File: config.mk
export PLATFORM = sky130hd
export DESIGN_NAME = usart_datapath
export DESIGN_NICKNAME = d
export VERILOG_FILES = /design/src/rtl/usart_pkg.sv /design/src/rtl/usart_datapath.sv
export SDC_FILE = /design/constraint.sdc
export NUM_CORES = 1
export LEC_CHECK = 0
export CAP_MARGIN = 20
export CORE_ASPECT_RATIO = 1.75
export CORE_UTILIZATION = 33
export CTS_CLUSTER_DIAMETER = 30
export DETAILED_ROUTE_END_ITERATION = 16
export DONT_BUFFER_PORTS = 1
export PLACE_DENSITY = 0.52
export RECOVER_POWER = 25
export SLEW_MARGIN = 10
export SYNTH_ARGS = -nofsm -noshare
export SYNTH_HDL_FRONTEND = slang
export SYNTH_SLANG_ARGS = --single-unit
File: constraint.sdc
create_clock -name clk -period 4.2 [get_ports clk]
set_input_delay 0.42 -clock clk [delete_from_list [all_inputs] [get_ports clk]]
set_output_delay 0.42 -clock clk [all_outputs]
set_load 0.03 [all_outputs]
File: src/rtl/usart_pkg.sv
package usart_pkg;

  localparam logic [2:0] ADDR_DATA    = 3'h0;  // serial_data_reg
  localparam logic [2:0] ADDR_STATUS  = 3'h1;  // serial_status_reg
  localparam logic [2:0] ADDR_CTRL_B  = 3'h2;  // serial_control_b
  localparam logic [2:0] ADDR_CTRL_C  = 3'h3;  // serial_control_c
  localparam logic [2:0] ADDR_BAUD_LO = 3'h4;
  localparam logic [2:0] ADDR_BAUD_HI = 3'h5;

  // status bit positions
  localparam int ST_RXC   = 7;
  localparam int ST_TXC   = 6;
  localparam int ST_UDRE  = 5;
  localparam int ST_U2X   = 1;
  // control b
  localparam int CB_TXCIE = 6;
  localparam int CB_UDRIE = 5;
  localparam int CB_RXEN  = 4;
  localparam int CB_TXEN  = 3;
  localparam int CB_CSZ2  = 2;
  localparam int CB_RXB8  = 1;
  localparam int CB_TXB8  = 0;
  // control c
  localparam int CC_SYNC  = 6;
  localparam int CC_PEN   = 5;
  localparam int CC_PODD  = 4;
  localparam int CC_STOP2 = 3;
  localparam int CC_CSZ1  = 2;
  localparam int CC_CSZ0  = 1;
  localparam int CC_CPOL  = 0;

  localparam logic [7:0]  CTRL_B_RST = 8'h00;
  localparam logic [7:0]  CTRL_C_RST = 8'h06;
  localparam logic [11:0] BAUD_RST   = 12'h000;
  localparam logic [2:0]  CSZ_NINE   = 3'h7;

  typedef struct packed {
    logic [2:0] addr;
    logic [7:0] wdata;
    logic       wr;
    logic       rd;
  } usart_bus_s;

  typedef struct packed {
    logic txd;
    logic txdOe;
    logic xckOut;
    logic xckOe;
  } usart_pins_s;

  // character size code to data bit count
  function automatic logic [3:0] usart_nbits(input logic [2:0] csz);
    unique case (csz)
      3'h0:    usart_nbits = 4'h5;
      3'h1:    usart_nbits = 4'h6;
      3'h2:    usart_nbits = 4'h7;
      3'h7:    usart_nbits = 4'h9;
      default: usart_nbits = 4'h8;
    endcase
  endfunction : usart_nbits

  // clears data bits above the character size
  function automatic logic [8:0] usart_mask(input logic [8:0] d, input logic [3:0] n);
    logic [8:0] m;
    m = 9'h1FF >> (4'h9 - n);
    usart_mask = d & m;
  endfunction : usart_mask

endpackage : usart_pkg

File: src/rtl/usart_datapath.sv
// Operation
// - tx_enable set: drive serial out pin as transmitter output
// - data write loads buffer; moves to shifter when idle or after stop
// - shifter sends full frame at baud, double speed, or external clock rate
// - synchronous mode: transmitter clocks on sync clock pin, an input only
// - unused upper bits of written data ignored for short characters
// - empty flag one when tx buffer empty, zero while holding data
// - data register write clears the empty flag
// - empty interrupt request is a level while enabled and flag set
// - complete flag sets when frame left shifter and buffer empty
// - complete flag clears on interrupt service or writing one
// - complete interrupt requested when flag set and enabled
// - parity bit inserted after last data bit, before first stop
// - transmitter disable waits for shifter and buffer to drain
// - rx_enable set: serial in pin is receiver input
// - synchronous mode: receiver clocks on sync clock pin
// - frame begins on valid start bit; bits sampled and shifted in
// - second stop bit never examined by receiver
// - after first stop bit, shifter moves into receive buffer
// - short characters read with upper bits zero
// - start bit low then data bits least significant first
// - parity is xor of data, inverted for odd
// - receive complete flag one while unread data buffered
//
// Added by the designer: the address-and-strobe port and the placing of the registers.
module usart_datapath (
  input  wire logic                  clk,          // system clock
  input  wire logic                  rst_n,        // async reset
  input  wire usart_pkg::usart_bus_s bus,          // register port
  output logic [7:0]                 rdata,        // read data, cycle after rd
  input  wire logic                  rxdPin,       // serial in pin
  input  wire logic                  xckIn,        // sync clock pin input
  output usart_pkg::usart_pins_s     pins,         // serial out and clock pins
  output logic                       udreIrq,      // empty request level
  output logic                       txcIrq,       // complete request level
  input  wire logic                  txcIrqAck     // complete interrupt serviced
);
  import usart_pkg::*;

  typedef enum logic [3:0] {
    TX_IDLE = 4'b0001, TX_START = 4'b0010, TX_DATA = 4'b0100, TX_TAIL = 4'b1000
  } usart_tx_e;
  typedef enum logic [2:0] {
    RX_IDLE = 3'b001, RX_START = 3'b010, RX_BITS = 3'b100
  } usart_rx_e;

  logic [7:0]  ctrlB_q, ctrlC_q;
  logic [11:0] baud_q;
  logic        u2x_q;
  logic [8:0]  txBuf_q;
  logic        txFull_q;
  logic        txc_q;
  logic [8:0]  rxBuf_q;
  logic        rxFull_q;

  wire logic [2:0] csz    = {ctrlB_q[CB_CSZ2], ctrlC_q[CC_CSZ1], ctrlC_q[CC_CSZ0]};
  wire logic [3:0] nBits  = usart_nbits(csz);
  wire logic       syncM  = ctrlC_q[CC_SYNC];
  wire logic       txEn   = ctrlB_q[CB_TXEN];
  wire logic       rxEn   = ctrlB_q[CB_RXEN];
  wire logic       wrData = bus.wr && bus.addr == ADDR_DATA;
  wire logic       rdData = bus.rd && bus.addr == ADDR_DATA;

  // two-flop synchronisers for pins
  logic [1:0] rxdSync_q, xckSync_q;
  logic       xckLast_q;
  always_ff @(posedge clk or negedge rst_n) begin
    if (!rst_n) begin
      rxdSync_q <= 2'h3;
      xckSync_q <= 2'h0;
      xckLast_q <= 1'b0;
    end else begin
      rxdSync_q <= {rxdSync_q[0], rxdPin};
      xckSync_q <= {xckSync_q[0], xckIn};
      xckLast_q <= xckSync_q[1];
    end
  end
  wire logic rxd    = rxdSync_q[1];
  wire logic xckRise = xckSync_q[1] && !xckLast_q;
  wire logic xckFall = !xckSync_q[1] && xckLast_q;
  // change edge and sample edge, chosen by polarity
  wire logic xckChg  = ctrlC_q[CC_CPOL] ? xckFall : xckRise;
  wire logic xckSmp  = ctrlC_q[CC_CPOL] ? xckRise : xckFall;

  // register writes
  always_ff @(posedge clk or negedge rst_n) begin
    if (!rst_n) begin
      ctrlB_q <= CTRL_B_RST;
      ctrlC_q <= CTRL_C_RST;
      baud_q  <= BAUD_RST;
      u2x_q   <= 1'b0;
    end else if (bus.wr) begin
      unique case (bus.addr)
        ADDR_CTRL_B:  ctrlB_q <= {bus.wdata[7:2], ctrlB_q[CB_RXB8], bus.wdata[0]};
        ADDR_CTRL_C:  ctrlC_q <= bus.wdata;
        ADDR_BAUD_LO: baud_q[7:0] <= bus.wdata;
        ADDR_BAUD_HI: baud_q[11:8] <= bus.wdata[3:0];
        ADDR_STATUS:  u2x_q <= bus.wdata[ST_U2X];
        default: ;
      endcase
    end
  end

  // baud tick: divisor, then 16 / 8 / 2 per bit
  logic [11:0] baudCnt_q;
  logic [3:0]  preCnt_q;
  wire logic   baudTick = baudCnt_q == 12'h000;
  wire logic [3:0] preMax = syncM ? 4'h1 : (u2x_q ? 4'h7 : 4'hF);
  always_ff @(posedge clk or negedge rst_n) begin
    if (!rst_n) begin
      baudCnt_q <= BAUD_RST;
      preCnt_q  <= 4'h0;
    end else begin
      if (baudTick || (bus.wr && bus.addr == ADDR_BAUD_LO)) baudCnt_q <= baud_q;
      else baudCnt_q <= baudCnt_q - 12'h001;
      if (baudTick) preCnt_q <= (preCnt_q >= preMax) ? 4'h0 : preCnt_q + 4'h1;
    end
  end
  wire logic asyncBit = baudTick && preCnt_q == preMax;
  // async receiver samples at the midpoint of the free-running prescaler
  wire logic asyncMid = baudTick && preCnt_q == (preMax >> 1);
  wire logic txStep = syncM ? xckChg : asyncBit;
  wire logic rxStep = syncM ? xckSmp : asyncMid;

  // transmit buffer
  logic       txLoad;
  logic       txOwn_q;
  always_ff @(posedge clk or negedge rst_n) begin
    if (!rst_n) begin
      txBuf_q  <= 9'h000;
      txFull_q <= 1'b0;
    end else if (wrData) begin
      txBuf_q  <= usart_mask({ctrlB_q[CB_TXB8], bus.wdata}, nBits);
      txFull_q <= 1'b1;
    end else if (txLoad) begin
      txFull_q <= 1'b0;
    end
  end

  // transmit shifter
  usart_tx_e  txSt_q;
  logic [8:0] txSh_q;
  logic [3:0] txCnt_q;
  logic       txPar_q;
  logic [1:0] tailCnt_q;
  logic       txOut_q;
  wire logic  lastTail = txSt_q == TX_TAIL && txStep &&
                         tailCnt_q == (ctrlC_q[CC_STOP2] ? 2'h2 : 2'h1) + {1'b0, ctrlC_q[CC_PEN]};
  // ownership keeps loading after a disable so a pending byte is not stranded
  assign txLoad = txFull_q && (txEn || txOwn_q) && !wrData &&
                  (txSt_q == TX_IDLE || lastTail);
  always_ff @(posedge clk or negedge rst_n) begin
    if (!rst_n) begin
      txSt_q <= TX_IDLE;
      txSh_q <= 9'h000;
      txCnt_q <= 4'h0;
      txPar_q <= 1'b0;
      tailCnt_q <= 2'h0;
      txOut_q <= 1'b1;
    end else begin
      unique case (txSt_q)
        TX_IDLE: begin
          txOut_q <= 1'b1;
          if (txLoad) begin
            txSh_q <= txBuf_q;
            txPar_q <= ctrlC_q[CC_PODD];
            txSt_q <= TX_START;
          end
        end
        TX_START: if (txStep) begin
          txOut_q <= 1'b0;
          txCnt_q <= 4'h0;
          txSt_q <= TX_DATA;
        end
        TX_DATA: if (txStep) begin
          txOut_q <= txSh_q[0];
          txPar_q <= txPar_q ^ txSh_q[0];
          txSh_q <= txSh_q >> 1;
          txCnt_q <= txCnt_q + 4'h1;
          tailCnt_q <= 2'h0;
          if (txCnt_q == nBits - 4'h1) txSt_q <= TX_TAIL;
        end
        TX_TAIL: if (txStep) begin
          tailCnt_q <= tailCnt_q + 2'h1;
          // parity first, then stop bits
          txOut_q <= (ctrlC_q[CC_PEN] && tailCnt_q == 2'h0) ? txPar_q : 1'b1;
          if (lastTail) begin
            if (txLoad) begin
              txSh_q <= txBuf_q;
              txPar_q <= ctrlC_q[CC_PODD];
              txSt_q <= TX_START;
            end else begin
              txSt_q <= TX_IDLE;
            end
          end
        end
        default: txSt_q <= TX_IDLE;
      endcase
    end
  end
  // last stop bit is shown for one bit time before the end counts
  wire logic frameDone = lastTail && !txLoad;

  // complete flag: set wins over clear
  always_ff @(posedge clk or negedge rst_n) begin
    if (!rst_n) txc_q <= 1'b0;
    else if (frameDone && !txFull_q) txc_q <= 1'b1;
    else if (txcIrqAck || (bus.wr && bus.addr == ADDR_STATUS && bus.wdata[ST_TXC]))
      txc_q <= 1'b0;
  end

  // pin ownership; disable holds until drained
  always_ff @(posedge clk or negedge rst_n) begin
    if (!rst_n) txOwn_q <= 1'b0;
    else if (txEn) txOwn_q <= 1'b1;
    else if (txSt_q == TX_IDLE && !txFull_q) txOwn_q <= 1'b0;
  end

  // receiver
  usart_rx_e  rxSt_q;
  logic [8:0] rxSh_q;
  logic [3:0] rxCnt_q;
  logic       rxLoad;
  wire logic  rxLast = rxCnt_q == nBits + {3'h0, ctrlC_q[CC_PEN]};
  always_ff @(posedge clk or negedge rst_n) begin
    if (!rst_n) begin
      rxSt_q <= RX_IDLE;
      rxSh_q <= 9'h000;
      rxCnt_q <= 4'h0;
    end else if (!rxEn) begin
      rxSt_q <= RX_IDLE;
    end else begin
      unique case (rxSt_q)
        // async waits for falling edge then rechecks at the next prescaler midpoint
        RX_IDLE: if (syncM ? (xckSmp && !rxd) : !rxd) begin
          rxCnt_q <= 4'h0;
          rxSt_q <= syncM ? RX_BITS : RX_START;
        end
        RX_START: if (rxStep) rxSt_q <= rxd ? RX_IDLE : RX_BITS;
        RX_BITS: if (rxStep) begin
          rxCnt_q <= rxCnt_q + 4'h1;
          if (rxCnt_q < nBits) rxSh_q <= {rxd, rxSh_q[8:1]};
          if (rxLast) rxSt_q <= RX_IDLE;
        end
        default: rxSt_q <= RX_IDLE;
      endcase
    end
  end
  assign rxLoad = rxEn && rxSt_q == RX_BITS && rxStep && rxLast;

  // receive buffer; a new frame overwrites unread data
  always_ff @(posedge clk or negedge rst_n) begin
    if (!rst_n) begin
      rxBuf_q  <= 9'h000;
      rxFull_q <= 1'b0;
    end else if (!rxEn) begin
      rxFull_q <= 1'b0;
    end else if (rxLoad) begin
      rxBuf_q  <= usart_mask(rxSh_q >> (4'h9 - nBits), nBits);
      rxFull_q <= 1'b1;
    end else if (rdData) begin
      rxFull_q <= 1'b0;
    end
  end

  // read port, data one cycle after strobe
  always_ff @(posedge clk or negedge rst_n) begin
    if (!rst_n) rdata <= 8'h00;
    else if (bus.rd) begin
      unique case (bus.addr)
        ADDR_DATA:    rdata <= rxBuf_q[7:0];
        ADDR_STATUS:  rdata <= {rxFull_q, txc_q, !txFull_q, 3'h0, u2x_q, 1'b0};
        ADDR_CTRL_B:  rdata <= {ctrlB_q[7:2], rxBuf_q[8], ctrlB_q[0]};
        ADDR_CTRL_C:  rdata <= ctrlC_q;
        ADDR_BAUD_LO: rdata <= baud_q[7:0];
        ADDR_BAUD_HI: rdata <= {4'h0, baud_q[11:8]};
        default:      rdata <= 8'h00;
      endcase
    end else rdata <= 8'h00;
  end

  // registered outputs
  always_ff @(posedge clk or negedge rst_n) begin
    if (!rst_n) begin
      pins    <= '{txd: 1'b1, txdOe: 1'b0, xckOut: 1'b0, xckOe: 1'b0};
      udreIrq <= 1'b0;
      txcIrq  <= 1'b0;
    end else begin
      pins.txd    <= txOut_q;
      pins.txdOe  <= txOwn_q;
      pins.xckOut <= 1'b0;
      pins.xckOe  <= 1'b0;  // slave only: sync clock is an input
      udreIrq <= ctrlB_q[CB_UDRIE] && !txFull_q;
      txcIrq  <= ctrlB_q[CB_TXCIE] && txc_q;
    end
  end

endmodule : usart_datapath

[Word-level counts from Yosys, hierarchy flattened]
Cells that the tools add are included.
Word-level totals
  register bits: 120
  latch bits: 0
  RAM bits: 0
  ROM bits: 0
  output and inout bits: 14
  word-level logic and storage cells: 201
  memories kept: 0
Cells by class
  add/subtract/negate cells: 9
  $mul: 0
  divide/modulo/power cells: 0
  $lt $le $gt $ge: 2
  equality and inequality tests: 33
  shift-type cells: 2
  multiplexer cells: 62
  bitwise logic cells: 3
  reductions and logical operators: 60
Operator list (number)
  $mux W4: 13
  $pmux W8 S6: 1
  $mux W9: 4
  $pmux W4 S4: 2
  $pmux W9 S3: 1
  $logic_and A1 B1 Y1: 24
  $mux W1: 22
  $mux W3: 7
  $reduce_and A4 Y1: 5
  $and A9 B9 Y9: 2
  $ne A2 B2 Y1 const B: 8
  $pmux W4 S2: 2
  $add A4 B1 Y4 const B: 3
  $eq A3 B2 Y1 const B: 4
  $eq A3 B3 Y1 const B: 4
  $eq A4 B4 Y1: 3
  $logic_not A12 Y1: 1
  $mux W12: 1
  $ne A3 B3 Y1 const B: 4
  $reduce_and A2 Y1: 6
  $reduce_bool A2 Y1: 6
  $sub A12 B1 Y12 const B: 1
  $eq A3 B1 Y1 const B: 3
  $pmux W3 S3: 1
  30 further kinds: 43

[Depth between registers and ports, before layout]
Gate-level depths: netlist (run 1).
  depth in word-level cells: 13
  depth in mapped cells: 11

[Least setup slack after synthesis (run 1)]
OpenSTA, ideal clock, no wires.
  kind: reg-to-reg
  start point: reg ctrlC_q[1]
  end point: reg rxSh_q[0]
  setup time: 0.125 ns
  data arrival time: 2.379 ns
  data required time: 4.075 ns
  path slack: 1.696 ns
  stages on the path, launching flop included: 9
  buffers on the path: 3
  period minus slack after synthesis: 2.504 ns
  path through: dfstp_2 > buf_2 > buf_1 > clkbuf_1 > a21oi_1 > ha_1 > a21oi_1 > nand4_2 > mux2_2
Between the ends
  word-level cells in the longest chain between the ends: 4
RTL lines
  from (decl): line usart_datapath.sv:47  | logic [7:0] ctrlB_q, ctrlC_q;
  from (signal assigned): line usart_datapath.sv:95  | ADDR_CTRL_C: ctrlC_q <= bus.wdata;
  $eq A3 B3 Y1, or another cell as far along: line usart_pkg.sv:53  | unique case (csz)
  $pmux W4 S4 (*): line usart_pkg.sv:53
  $lt A4 B4 Y1 (*): line usart_datapath.sv:242  | if (rxCnt_q < nBits) rxSh_q <= {rxd, rxSh_q[8:1]};
  $reduce_and A4 Y1 (no line) (*)
  to (signal assigned): line usart_datapath.sv:242
  to (decl): line usart_datapath.sv:221  | logic [8:0] rxSh_q;
Mark *: on every way between the ends. The rest lies on a longest branch, timed or not.
A chain may end at the register's enable or synchronous reset.

[Worst setup path after layout (run 1)]
  start point: reg ctrlB_q[2]
  end point: reg txSt_q[0]
Between the ends
  word-level cells in the longest chain between the ends: 6
RTL lines
  from (decl): line usart_datapath.sv:47
  from (signal assigned): line usart_datapath.sv:94  | ADDR_CTRL_B: ctrlB_q <= {bus.wdata[7:2], ctrlB_q[CB_RXB8], bus.wdata[0]};
  $eq A3 B3 Y1, or another cell as far along: line usart_pkg.sv:53
  $pmux W4 S4 (*): line usart_pkg.sv:53
  $sub A4 B1 Y4 (*): line usart_datapath.sv:181  | if (txCnt_q == nBits - 4'h1) txSt_q <= TX_TAIL;
  $eq A4 B4 Y1 (*): line usart_datapath.sv:181
  $ne A2 B2 Y1 (no line) (*)
  $reduce_and A6 Y1 (no line) (*)
  to (signal assigned): line usart_datapath.sv:181
  to (signal assigned): line usart_datapath.sv:191  | txSt_q <= TX_START;
  to (signal assigned): line usart_datapath.sv:193  | txSt_q <= TX_IDLE;
  to (decl): line usart_datapath.sv:141  | usart_tx_e txSt_q;
Marks and branches as above.

==> impl_metrics.env, run 1 <==
export IMPL_power_leakage_nw=3.23
export IMPL_min_from="xckIn"
export IMPL_synth_area_leaders="dfrtp_1, mux2_2, nand2_1"
export IMPL_clk_pin_slew_ns=0.06
export IMPL_grt_max_degree=121
export IMPL_synth_seq_cells=120
export IMPL_synth_edf_count=0
export IMPL_synth_top_cell_by_area="dfrtp_1"
export IMPL_dr_max_layer_used="met4"
export IMPL_rr_startpoint="ctrlB_q[2]"
export IMPL_ys_warnings_count=0
export IMPL_crit_slowest_cell="dfrtp_1"
export IMPL_dpl_cell_count=864
export IMPL_clockBufferDepth=2
export IMPL_first_pass_iters=4
export IMPL_portBuffers=0
export IMPL_start_util=0.336
export IMPL_grtUsageTotal=0.180
export IMPL_cts_setup_buffers=0
export IMPL_synthArstFlopShare=1.00
export IMPL_stdcell_count=899
export IMPL_cts_made_buffers=17
export IMPL_max_freq_ghz=0.315
export IMPL_hold_violations=0
export IMPL_min_period_ns=3.18
export IMPL_synth_flop_cell="dfrtp_1"
export IMPL_syn_inst=651
export IMPL_overflow=0
export IMPL_p_per_area_nw_per_um2=543
export IMPL_setup_ws_ns=1.02
export IMPL_final_cell_area_um2=7430
export IMPL_totalPowerFinal_mw=4.03
export IMPL_path_max_fanout=25
export IMPL_min_path_cells=0
export IMPL_path_buf_inv=1
export IMPL_met1_length_mm=6.77
export IMPL_antenna_found_initial=0
export IMPL_synth_seq_area_share=0.456
export IMPL_worstSetupStartpoint="ctrlB_q[2]"
export IMPL_yosys_top_cells_count="dfrtp_1, nand2_1, mux2_2"
export IMPL_synth_top_area_share=0.424
export IMPL_grt_pass1_wl_mm=27.7
export IMPL_path_delay_family="simple AND/OR/NAND/NOR gates"
export IMPL_clock_sinks=120
export IMPL_wirelength_mm=17.0
export IMPL_multiInputGateArea_um2=3380
export IMPL_syn_to_final_growth_pct=12.5
export IMPL_cap_violations=0
export IMPL_rows=68
export IMPL_h_tree_depth=4
export IMPL_finalSetupViolations=0
export IMPL_r2r_setup_slack_ns=1.02
export IMPL_viasPerCell=5.50
export IMPL_required_ns=4.51
export IMPL_dpl_worst_slack_ns=1.10
export IMPL_critPathLaunchType="register"
export IMPL_crit_path_end_kind="register"
export IMPL_wl_per_cell_um=18.9
export IMPL_cp_common_cell="nor2_1"
export IMPL_status="completed"
export IMPL_ys_types=75
export IMPL_syn_area_um2=6610
export IMPL_final_nets=677
export IMPL_worst_slew_pin_slew_ns=0.837
export IMPL_criticalPathCategory="register to register"
export IMPL_cts_root_buf="clkbuf_16"
export IMPL_finalMaxSlewViolations=0
export IMPL_ff_latch_area_um2=3010
export IMPL_finClkSkew_ns=0.0109
export IMPL_drive_above_1_share=0.182
export IMPL_fin_crit_sh=0.756
export IMPL_slew_headroom=0.434
export IMPL_crit_path_max_incr_delay_ns=0.87
export IMPL_rsz0062_at_grt="false"
export IMPL_die_area_um2=20600
export IMPL_syn_avg_cell_area_um2=10.2
export IMPL_hold_path_endpoint="xckSync_q[0]"
export IMPL_die_h_um=189
export IMPL_num_vias=4946
export IMPL_die_x_um=109
export IMPL_wl_met2_mm=8.98
export IMPL_clock_latency_ns=0.42
export IMPL_antenna_cells=0
export IMPL_cp_depth=8
export IMPL_crit_arrival_ns=3.49
export IMPL_synth_most_common_cell="dfrtp_1"
export IMPL_grt_pass1_vias=5036
export IMPL_fin_tns_setup_ns=0
export IMPL_dp_hpwl_mm=12.6
export IMPL_place_gp_congestion=0.836
export IMPL_drt_iter0_drc=250
export IMPL_wl_met3_um=559
export IMPL_cts_tree="built"
export IMPL_hold_path_class="primary input to register"
export IMPL_dpl_instance_area_um2=6810
export IMPL_design_core_area_um2=19700
export IMPL_drc_errors=0
export IMPL_worst_r2r_cell_count=8
export IMPL_peakVddDrop_v=0.000315
export IMPL_reg2reg_to="txSt_q[0]"
export IMPL_ant_nets=0
export IMPL_io_pins=32
export IMPL_n_fill_cell=1935
export IMPL_path_cells="nor2_1 > nor2_1 > inv_1 > ha_1 > xnor2_1 > nor4bb_1 > o221ai_1 > a222oi_1"
[per-stage QoR]
step,util,hold WS [ns]
finish,0.378,0.0310
global route,0.378,0.00743
detailed placement,0.346,0.131
CTS,0.379,0.0118
floorplan,-,0.124
global placement,0.346,0.132
[worst register-to-register path, cell delays in order, from the launching register on]
cell,delay (ns)
dfrtp_1,0.87
nor2_1,0.22
nor2_1,0.30
inv_1,0.13
ha_1,0.33
xnor2_1,0.14
nor4bb_1,0.46
o221ai_1,0.26
a222oi_1,0.37
[how the worst max path moves through the flow]
stage,to
4_1_cts,txSt_q[0]
2_1_floorplan,rxSh_q[0]
5_1_grt,txSt_q[0]
6_report,txSt_q[0]
3_3_place_gp,txSt_q[0]
3_5_place_dp,txSt_q[0]
[sequential cells by signal (all words and copies together) (netlist names), 2 cells and up]
| register | cells |
|---|---|
| baud_q | 12 |
| pins | 2 |
| rxCnt_q | 4 |
| txCnt_q | 4 |
| baudCnt_q | 12 |
| ctrlB_q | 7 |
| txSh_q | 9 |
| rdata | 8 |
| txBuf_q | 9 |
| txSt_q | 4 |
| rxSt_q | 3 |
| ctrlC_q | 8 |
| rxdSync_q | 2 |
| xckSync_q | 2 |
| rxBuf_q | 9 |
| rxSh_q | 9 |
| preCnt_q | 4 |
| tailCnt_q | 2 |
[power breakdown]
group | switching, mW | leakage [nW] | internal, mW
Sequential | 0.297 | 1.55 | 1.39
Combinational | 0.491 | 1.40 | 0.408
Clock | 0.560 | 0.280 | 0.891
Total | 1.35 | 3.23 | 2.69
[layer usage]
| layer | GRT usage | vias to the layer above |
|---|---|---|
| met2 | 0.310 | 105 |
| met1 | 0.200 | 2458 |
| li1 | - | 2345 |
| met5 | 0 | - |
| met3 | 0.0392 | 38 |
| met4 | 0.102 | 0 |
[cell type report]
| class | instances | share of cell area |
|---|---|---|
| Multi-Input combinational cell | 475 | 0.454 |
| Sequential cell | 120 | 0.405 |
| Clock buffer | 18 | 0.0591 |
| Tap cell | 245 | 0.0412 |
| Clock inverter | 14 | 0.0204 |
| Inverter | 21 | 0.0106 |
| Timing Repair Buffer | 6 | 0.00892 |
[placed cells by master (no fill, tap or decap), types with 17 or more instances in the layout]
cell type / instances
dfrtp_1: 112
nand2_1: 93
mux2_2: 50
o21ai_0: 43
nor2_1: 32
inv_1: 21
nand3_1: 21
a21oi_1: 21
ha_1: 18
clkbuf_16: 17
[cells by family (layout without fill, tap and decap cells)]
family | Yosys count | in the layout | share of synthesized area
AOI/OAI and AO/OA | 141 | 141 | 0.143
xor gates and xnor gates | 20 | 20 | 0.0288
adders and majority gates | 18 | 18 | 0.0341
buffers and inverters | 57 | 59 | 0.0348
DFF | 120 | 120 | 0.456
muxes | 70 | 70 | 0.127
other | 1 | 2 | 0.000567
and+or+nand+nor | 224 | 224 | 0.176
[repair_timing]
item                      in CTS  in global routing
hold endpoints to repair     121                  0
hold buffers                   3                  0
resized for setup              0                  0
(Power assumes the default switching activity.)
==> run 2, diff against run 1 <==
clock period = 3.25 ns   (was 4.2 ns; I/O delays follow)
==> run 2 against run 1 <==
  * The run now ends with max-capacitance violations, max-slew violations left
  * Worst setup slack worse by 0.68 ns
  * Final cell count up 1.2%
  * Highest routed layer unchanged
  * Die area unchanged
  * Clock power up 41%
  * Fmax up 9.2%
  * Register-to-register slack worse by 0.68 ns
  * Design area up 1.5%
  * Global-route usage up 1.2 points
  * Non-clock buffer count up 11
  * Hold slack worse by 0.0084 ns
  * Sequential share of layout area down 0.59 points
==> impl_metrics.env, run 2 (synthesis results as in run 1) <==
export IMPL_dpl_worst_slack_ns=0.398
export IMPL_clock_latency_ns=0.43
export IMPL_viasPerCell=5.48
export IMPL_criticalPathCategory="register to register"
export IMPL_overflow=0
export IMPL_max_freq_ghz=0.344
export IMPL_wl_per_cell_um=19.6
export IMPL_cp_depth=8
export IMPL_crit_slowest_cell="dfrtp_1"
export IMPL_endpoint="txSt_q[0]"
export IMPL_cts_resized=0
export IMPL_path_delay_family="simple AND/OR/NAND/NOR gates"
export IMPL_crit_arrival_ns=3.24
export IMPL_status="complete, but fails checks"
export IMPL_fin_crit_sh=0.895
export IMPL_first_pass_iters=4
export IMPL_min_period_ns=2.91
export IMPL_finClkSkew_ns=0.0105
export IMPL_rsz0062_at_grt="false"
export IMPL_num_vias=4985
export IMPL_start_util=0.336
export IMPL_grtUsageTotal=0.192
export IMPL_totalPowerFinal_mw=5.46
export IMPL_final_common_cell="dfrtp_1"
export IMPL_seqPwrFrac=0.391
export IMPL_antenna_cells=0
export IMPL_cts_tree="built"
export IMPL_cts_setup_buffers=0
export IMPL_antenna_found_initial=0
export IMPL_die_area_um2=20600
export IMPL_holdWs_ns=0.0226
export IMPL_grt_max_degree=121
export IMPL_rr_startpoint="ctrlB_q[2]"
export IMPL_fin_tns_setup_ns=0
export IMPL_drc_errors=0
export IMPL_crit_path_end_kind="register"
export IMPL_p_per_area_nw_per_um2=723
export IMPL_dp_hpwl_mm=13.1
export IMPL_wirelength_mm=17.9
export IMPL_peakVddDrop_v=0.000327
export IMPL_hold_path_class="primary input to register"
export IMPL_reg2reg_to="txSt_q[0]"
export IMPL_portBuffers=0
export IMPL_worst_slew_pin_slew_ns=1.73
export IMPL_combPwrFrac=0.235
export IMPL_h_tree_depth=4
export IMPL_design_core_area_um2=19700
export IMPL_biggestRegsByFlops="baudCnt_q x12, baud_q x12"
export IMPL_grt_pass1_vias=5286
export IMPL_worstSetupStartpoint="ctrlB_q[2]"
export IMPL_die_x_um=109
export IMPL_drt_iter0_drc=206
export IMPL_path_buf_inv=1
export IMPL_crit_path_max_incr_delay_ns=0.52
export IMPL_final_util=0.384
export IMPL_drive_above_1_share=0.194
export IMPL_r2r_setup_slack_ns=0.34
export IMPL_switching_power_mw=1.79
export IMPL_worst_r2r_cell_count=8
export IMPL_critPathLaunchType="register"
export IMPL_p_sw_frac=0.329
export IMPL_ant_nets=0
export IMPL_clock_sinks=120
export IMPL_final_nets=688
export IMPL_internal_power_mw=3.66
export IMPL_p_clk_frac=0.374
export IMPL_clk_pin_slew_ns=0.06
export IMPL_cts_root_buf="clkbuf_16"
export IMPL_path_cells="and3_1 > nor2_1 > inv_1 > ha_1 > xnor2_1 > nor4bb_1 > o221ai_1 > a222oi_1"
export IMPL_setup_ws_ns=0.341
export IMPL_syn_to_final_growth_pct=14.1
export IMPL_finalSetupViolations=0
export IMPL_io_pins=32
export IMPL_rows=68
export IMPL_die_h_um=189
export IMPL_cts_made_buffers=17
export IMPL_cap_violations=1
export IMPL_grt_pass1_wl_mm=29.4
export IMPL_finalMaxSlewViolations=121
export IMPL_path_max_fanout=12
export IMPL_slew_headroom=-0.151
export IMPL_violations="max-capacitance violations, max-slew violations"
export IMPL_hold_violations=0
export IMPL_clockBufferDepth=2
export IMPL_place_gp_congestion=0.861
export IMPL_required_ns=3.58
export IMPL_power_leakage_nw=3.29
export IMPL_final_cell_mix="dfrtp_1, nand2_1, mux2_2"
run 2: metal layers:
| layer | vias to the layer above | wire (um) | track usage |
|---|---|---|---|
| met3 | 39 | 624 | 0.0468 |
| met4 | 0 | 915 | 0.122 |
| met2 | 90 | 9170 | 0.318 |
| met1 | 2491 | 7150 | 0.216 |
| met5 | - | 0 | 0 |
| li1 | 2365 | - | - |
run 2: timing repair:
item	CTS	global route
hold endpoints to repair	122	0
hold buffers	4	0
setup endpoints to repair	0	0
run 2: metrics by stage:
stage / instances / instance area (um^2)
after global routing: 910 / 7540
after floorplan: 652 / 6610
after CTS: 910 / 7570
after global placement: 874 / 6880
after detailed placement: 874 / 6880
final: 910 / 7540
run 2: worst min path at each step:
| stage | start | endpoint | slack, ns | cells after the start |
|---|---|---|---|---|
| after CTS | bus[4] | ctrlB_q[2] | 0.002 | 2 |
| after global placement | rst_n | rxSh_q[0] | 0.04 | 0 |
| after global routing | bus[7] | baud_q[5] | 0.01 | 2 |
| after floorplan | rst_n | baudCnt_q[0] | 0.03 | 0 |
| after detailed placement | rst_n | rxSh_q[1] | 0.04 | 0 |
| final | bus[4] | ctrlB_q[2] | 0.02 | 2 |
run 2: final cells by class:
class                           count  area (um^2)
Timing Repair Buffer               17          131
Clock buffer                       18          439
Tap cell                          245          307
Multi-Input combinational cell    475         3380
Sequential cell                   120         3010
Clock inverter                     14          196
Inverter                           21         78.8
Fill cell                        1935        12100
run 2: power groups by stage:
stage	Combinational, mW	Sequential (mW)	Clock (mW)
after detailed placement	1.26	2.15	0
after CTS	1.30	2.13	2.08
after floorplan	1.00	2.03	0
after global placement	1.24	2.14	0
final	1.28	2.13	2.04
after global routing	1.45	2.18	2.15
==> run 3, diff against run 2 <==
ABC_CLOCK_PERIOD_IN_PS = 3250   (was unset)
CORE_ASPECT_RATIO = unset   (was 1.75)
CTS_CLUSTER_SIZE = 30   (was unset)
==> run 3 against run 2 <==
  * The run still ends with max-capacitance violations, max-slew violations left
  * Sequential power about the same
  * Die area down 0.11%
  * Highest routed layer unchanged
  * Hold slack worse by 0.0058 ns
  * Core utilization about the same
  * Worst setup slack better by 0.079 ns
  * Sequential share of layout area up 0.29 points
  * Largest power group unchanged
  * Combinational power about the same
  * Clock power down 9.8%
  * Routed wire length down 5.7%
  * First-iteration DRC count up 47%
  * Total power down 4.4%
  * Register-to-register slack better by 0.08 ns
==> impl_metrics.env, run 3 (synthesis results as in run 1) <==
export IMPL_status="complete, but fails checks"
export IMPL_cts_tree="built"
export IMPL_path_max_fanout=23
export IMPL_peakVddDrop_v=0.000350
export IMPL_first_pass_iters=5
export IMPL_critPathLaunchType="register"
export IMPL_grt_pass1_vias=4945
export IMPL_die_area_um2=20600
export IMPL_power_leakage_nw=3.25
export IMPL_crit_slowest_cell="dfstp_2"
export IMPL_overflow=0
export IMPL_n_fill_cell=1951
export IMPL_final_cell_area_um2=7490
export IMPL_final_common_cell="dfrtp_1"
export IMPL_min_period_ns=2.83
export IMPL_dpl_instance_area_um2=6890
export IMPL_slew_headroom=-0.127
export IMPL_criticalPathCategory="register to register"
export IMPL_cap_violations=1
export IMPL_cts_made_buffers=17
export IMPL_grtUsageTotal=0.178
export IMPL_final_cell_mix="dfrtp_1, nand2_1, mux2_2"
export IMPL_dp_hpwl_mm=12.0
export IMPL_hold_path_endpoint="baud_q[5]"
export IMPL_finalMaxSlewViolations=121
export IMPL_rows=51
export IMPL_fin_tns_setup_ns=0
export IMPL_io_pins=32
export IMPL_antenna_cells=0
export IMPL_drt_iter0_drc=302
export IMPL_place_gp_congestion=0.833
export IMPL_holdWs_ns=0.0168
export IMPL_r2r_setup_slack_ns=0.42
export IMPL_grt_pass1_wl_mm=27.5
export IMPL_final_util=0.384
export IMPL_antenna_found_initial=0
export IMPL_rsz0062_at_grt="false"
export IMPL_worst_slew_pin_slew_ns=1.69
export IMPL_ant_nets=0
export IMPL_clock_sinks=120
export IMPL_hold_violations=0
export IMPL_portBuffers=0
export IMPL_start_util=0.339
export IMPL_crit_path_max_incr_delay_ns=0.58
export IMPL_die_x_um=144
export IMPL_wl_per_cell_um=18.1
export IMPL_crit_arrival_ns=3.16
export IMPL_final_nets=686
export IMPL_path_cells="buf_4 > xor2_1 > nand2_1 > ha_1 > xnor2_1 > nor4bb_1 > o221ai_1 > a222oi_1"
export IMPL_max_freq_ghz=0.353
export IMPL_dpl_worst_slack_ns=0.435
export IMPL_setup_ws_ns=0.421
export IMPL_cts_root_buf="clkbuf_16"
export IMPL_clock_latency_ns=0.43
export IMPL_rr_startpoint="ctrlC_q[1]"
export IMPL_die_h_um=144
export IMPL_design_core_area_um2=19500
export IMPL_drc_errors=0
export IMPL_drive_above_1_share=0.190
export IMPL_required_ns=3.58
export IMPL_crit_path_end_kind="register"
export IMPL_p_per_area_nw_per_um2=697
export IMPL_reg2reg_to="txSt_q[0]"
export IMPL_wirelength_mm=16.8
export IMPL_finClkSkew_ns=0.00845
export IMPL_clockBufferDepth=2
export IMPL_fin_crit_sh=0.871
export IMPL_cts_setup_buffers=0
export IMPL_viasPerCell=5.35
export IMPL_hold_path_class="primary input to register"
export IMPL_violations="max-capacitance violations, max-slew violations"
export IMPL_worst_r2r_cell_count=8
export IMPL_syn_to_final_growth_pct=13.3
export IMPL_min_path_cells=2
export IMPL_finalSetupViolations=0
export IMPL_num_vias=4963
export IMPL_biggestRegsByFlops="baudCnt_q x12, baud_q x12"
export IMPL_grt_max_degree=121
export IMPL_min_from="bus[7]"
export IMPL_h_tree_depth=4
export IMPL_clk_pin_slew_ns=0.06
[run 3: worst max-delay path: cells and delay by family (launching register included)]
kind            cells  cell delay, ns
compound gates      2            0.63
xor+xnor            2            0.31
fa+ha+maj           1            0.34
buf+inv             1            0.27
flops               1            0.58
simple gates        2            0.60
[run 3: worst max path at each step]
stage	start	end	cells after the start	slack (ns)
2_1_floorplan	ctrlC_q[1]	rxSh_q[0]	8	0.75
4_1_cts	ctrlC_q[1]	txSt_q[0]	8	0.43
3_3_place_gp	ctrlC_q[1]	txSt_q[0]	8	0.50
3_5_place_dp	ctrlC_q[1]	txSt_q[0]	8	0.43
6_report	ctrlC_q[1]	txSt_q[0]	8	0.42
5_1_grt	ctrlC_q[1]	txSt_q[0]	8	0.24
[run 3: metal layers]
metal	wire [um]	share of wire	vias to the layer above	GRT usage
li1	-	-	2364	-
met3	791	0.047	20	0.0460
met1	7940	0.47	2482	0.238
met2	7680	0.46	97	0.271
met5	0	0	-	0
met4	429	0.025	0	0.0750
[run 3: report_power, final]
group	leakage, nW	internal (mW)	switching, mW
Clock	0.271	1.07	0.774
Sequential	1.55	1.79	0.328
Combinational	1.44	0.554	0.699
Total	3.25	3.42	1.80
[run 3: area by class of cell]
class	instances	area, um^2	area share
flip-flops and latches	120	3010	0.402
well taps	265	332	0.0443
multi-input cells	475	3380	0.451
clock buffers	18	429	0.0573
repair buffers	15	116	0.0155
clock inverters	14	141	0.0189
inverters	21	78.8	0.0105
[run 3: through the flow]
stage | total power [mW] | cells
finish | 5.22 | 928
global route | 5.54 | 928
CTS | 5.27 | 928
detailed placement | 3.36 | 892
global placement | 3.32 | 892
floorplan | 3.03 | 652
[run 3: repair_timing]
item / 4_1_cts / 5_1_grt
hold endpoints to repair: 122 / 0
hold buffers: 4 / 0
gates resized for setup: 0 / 0
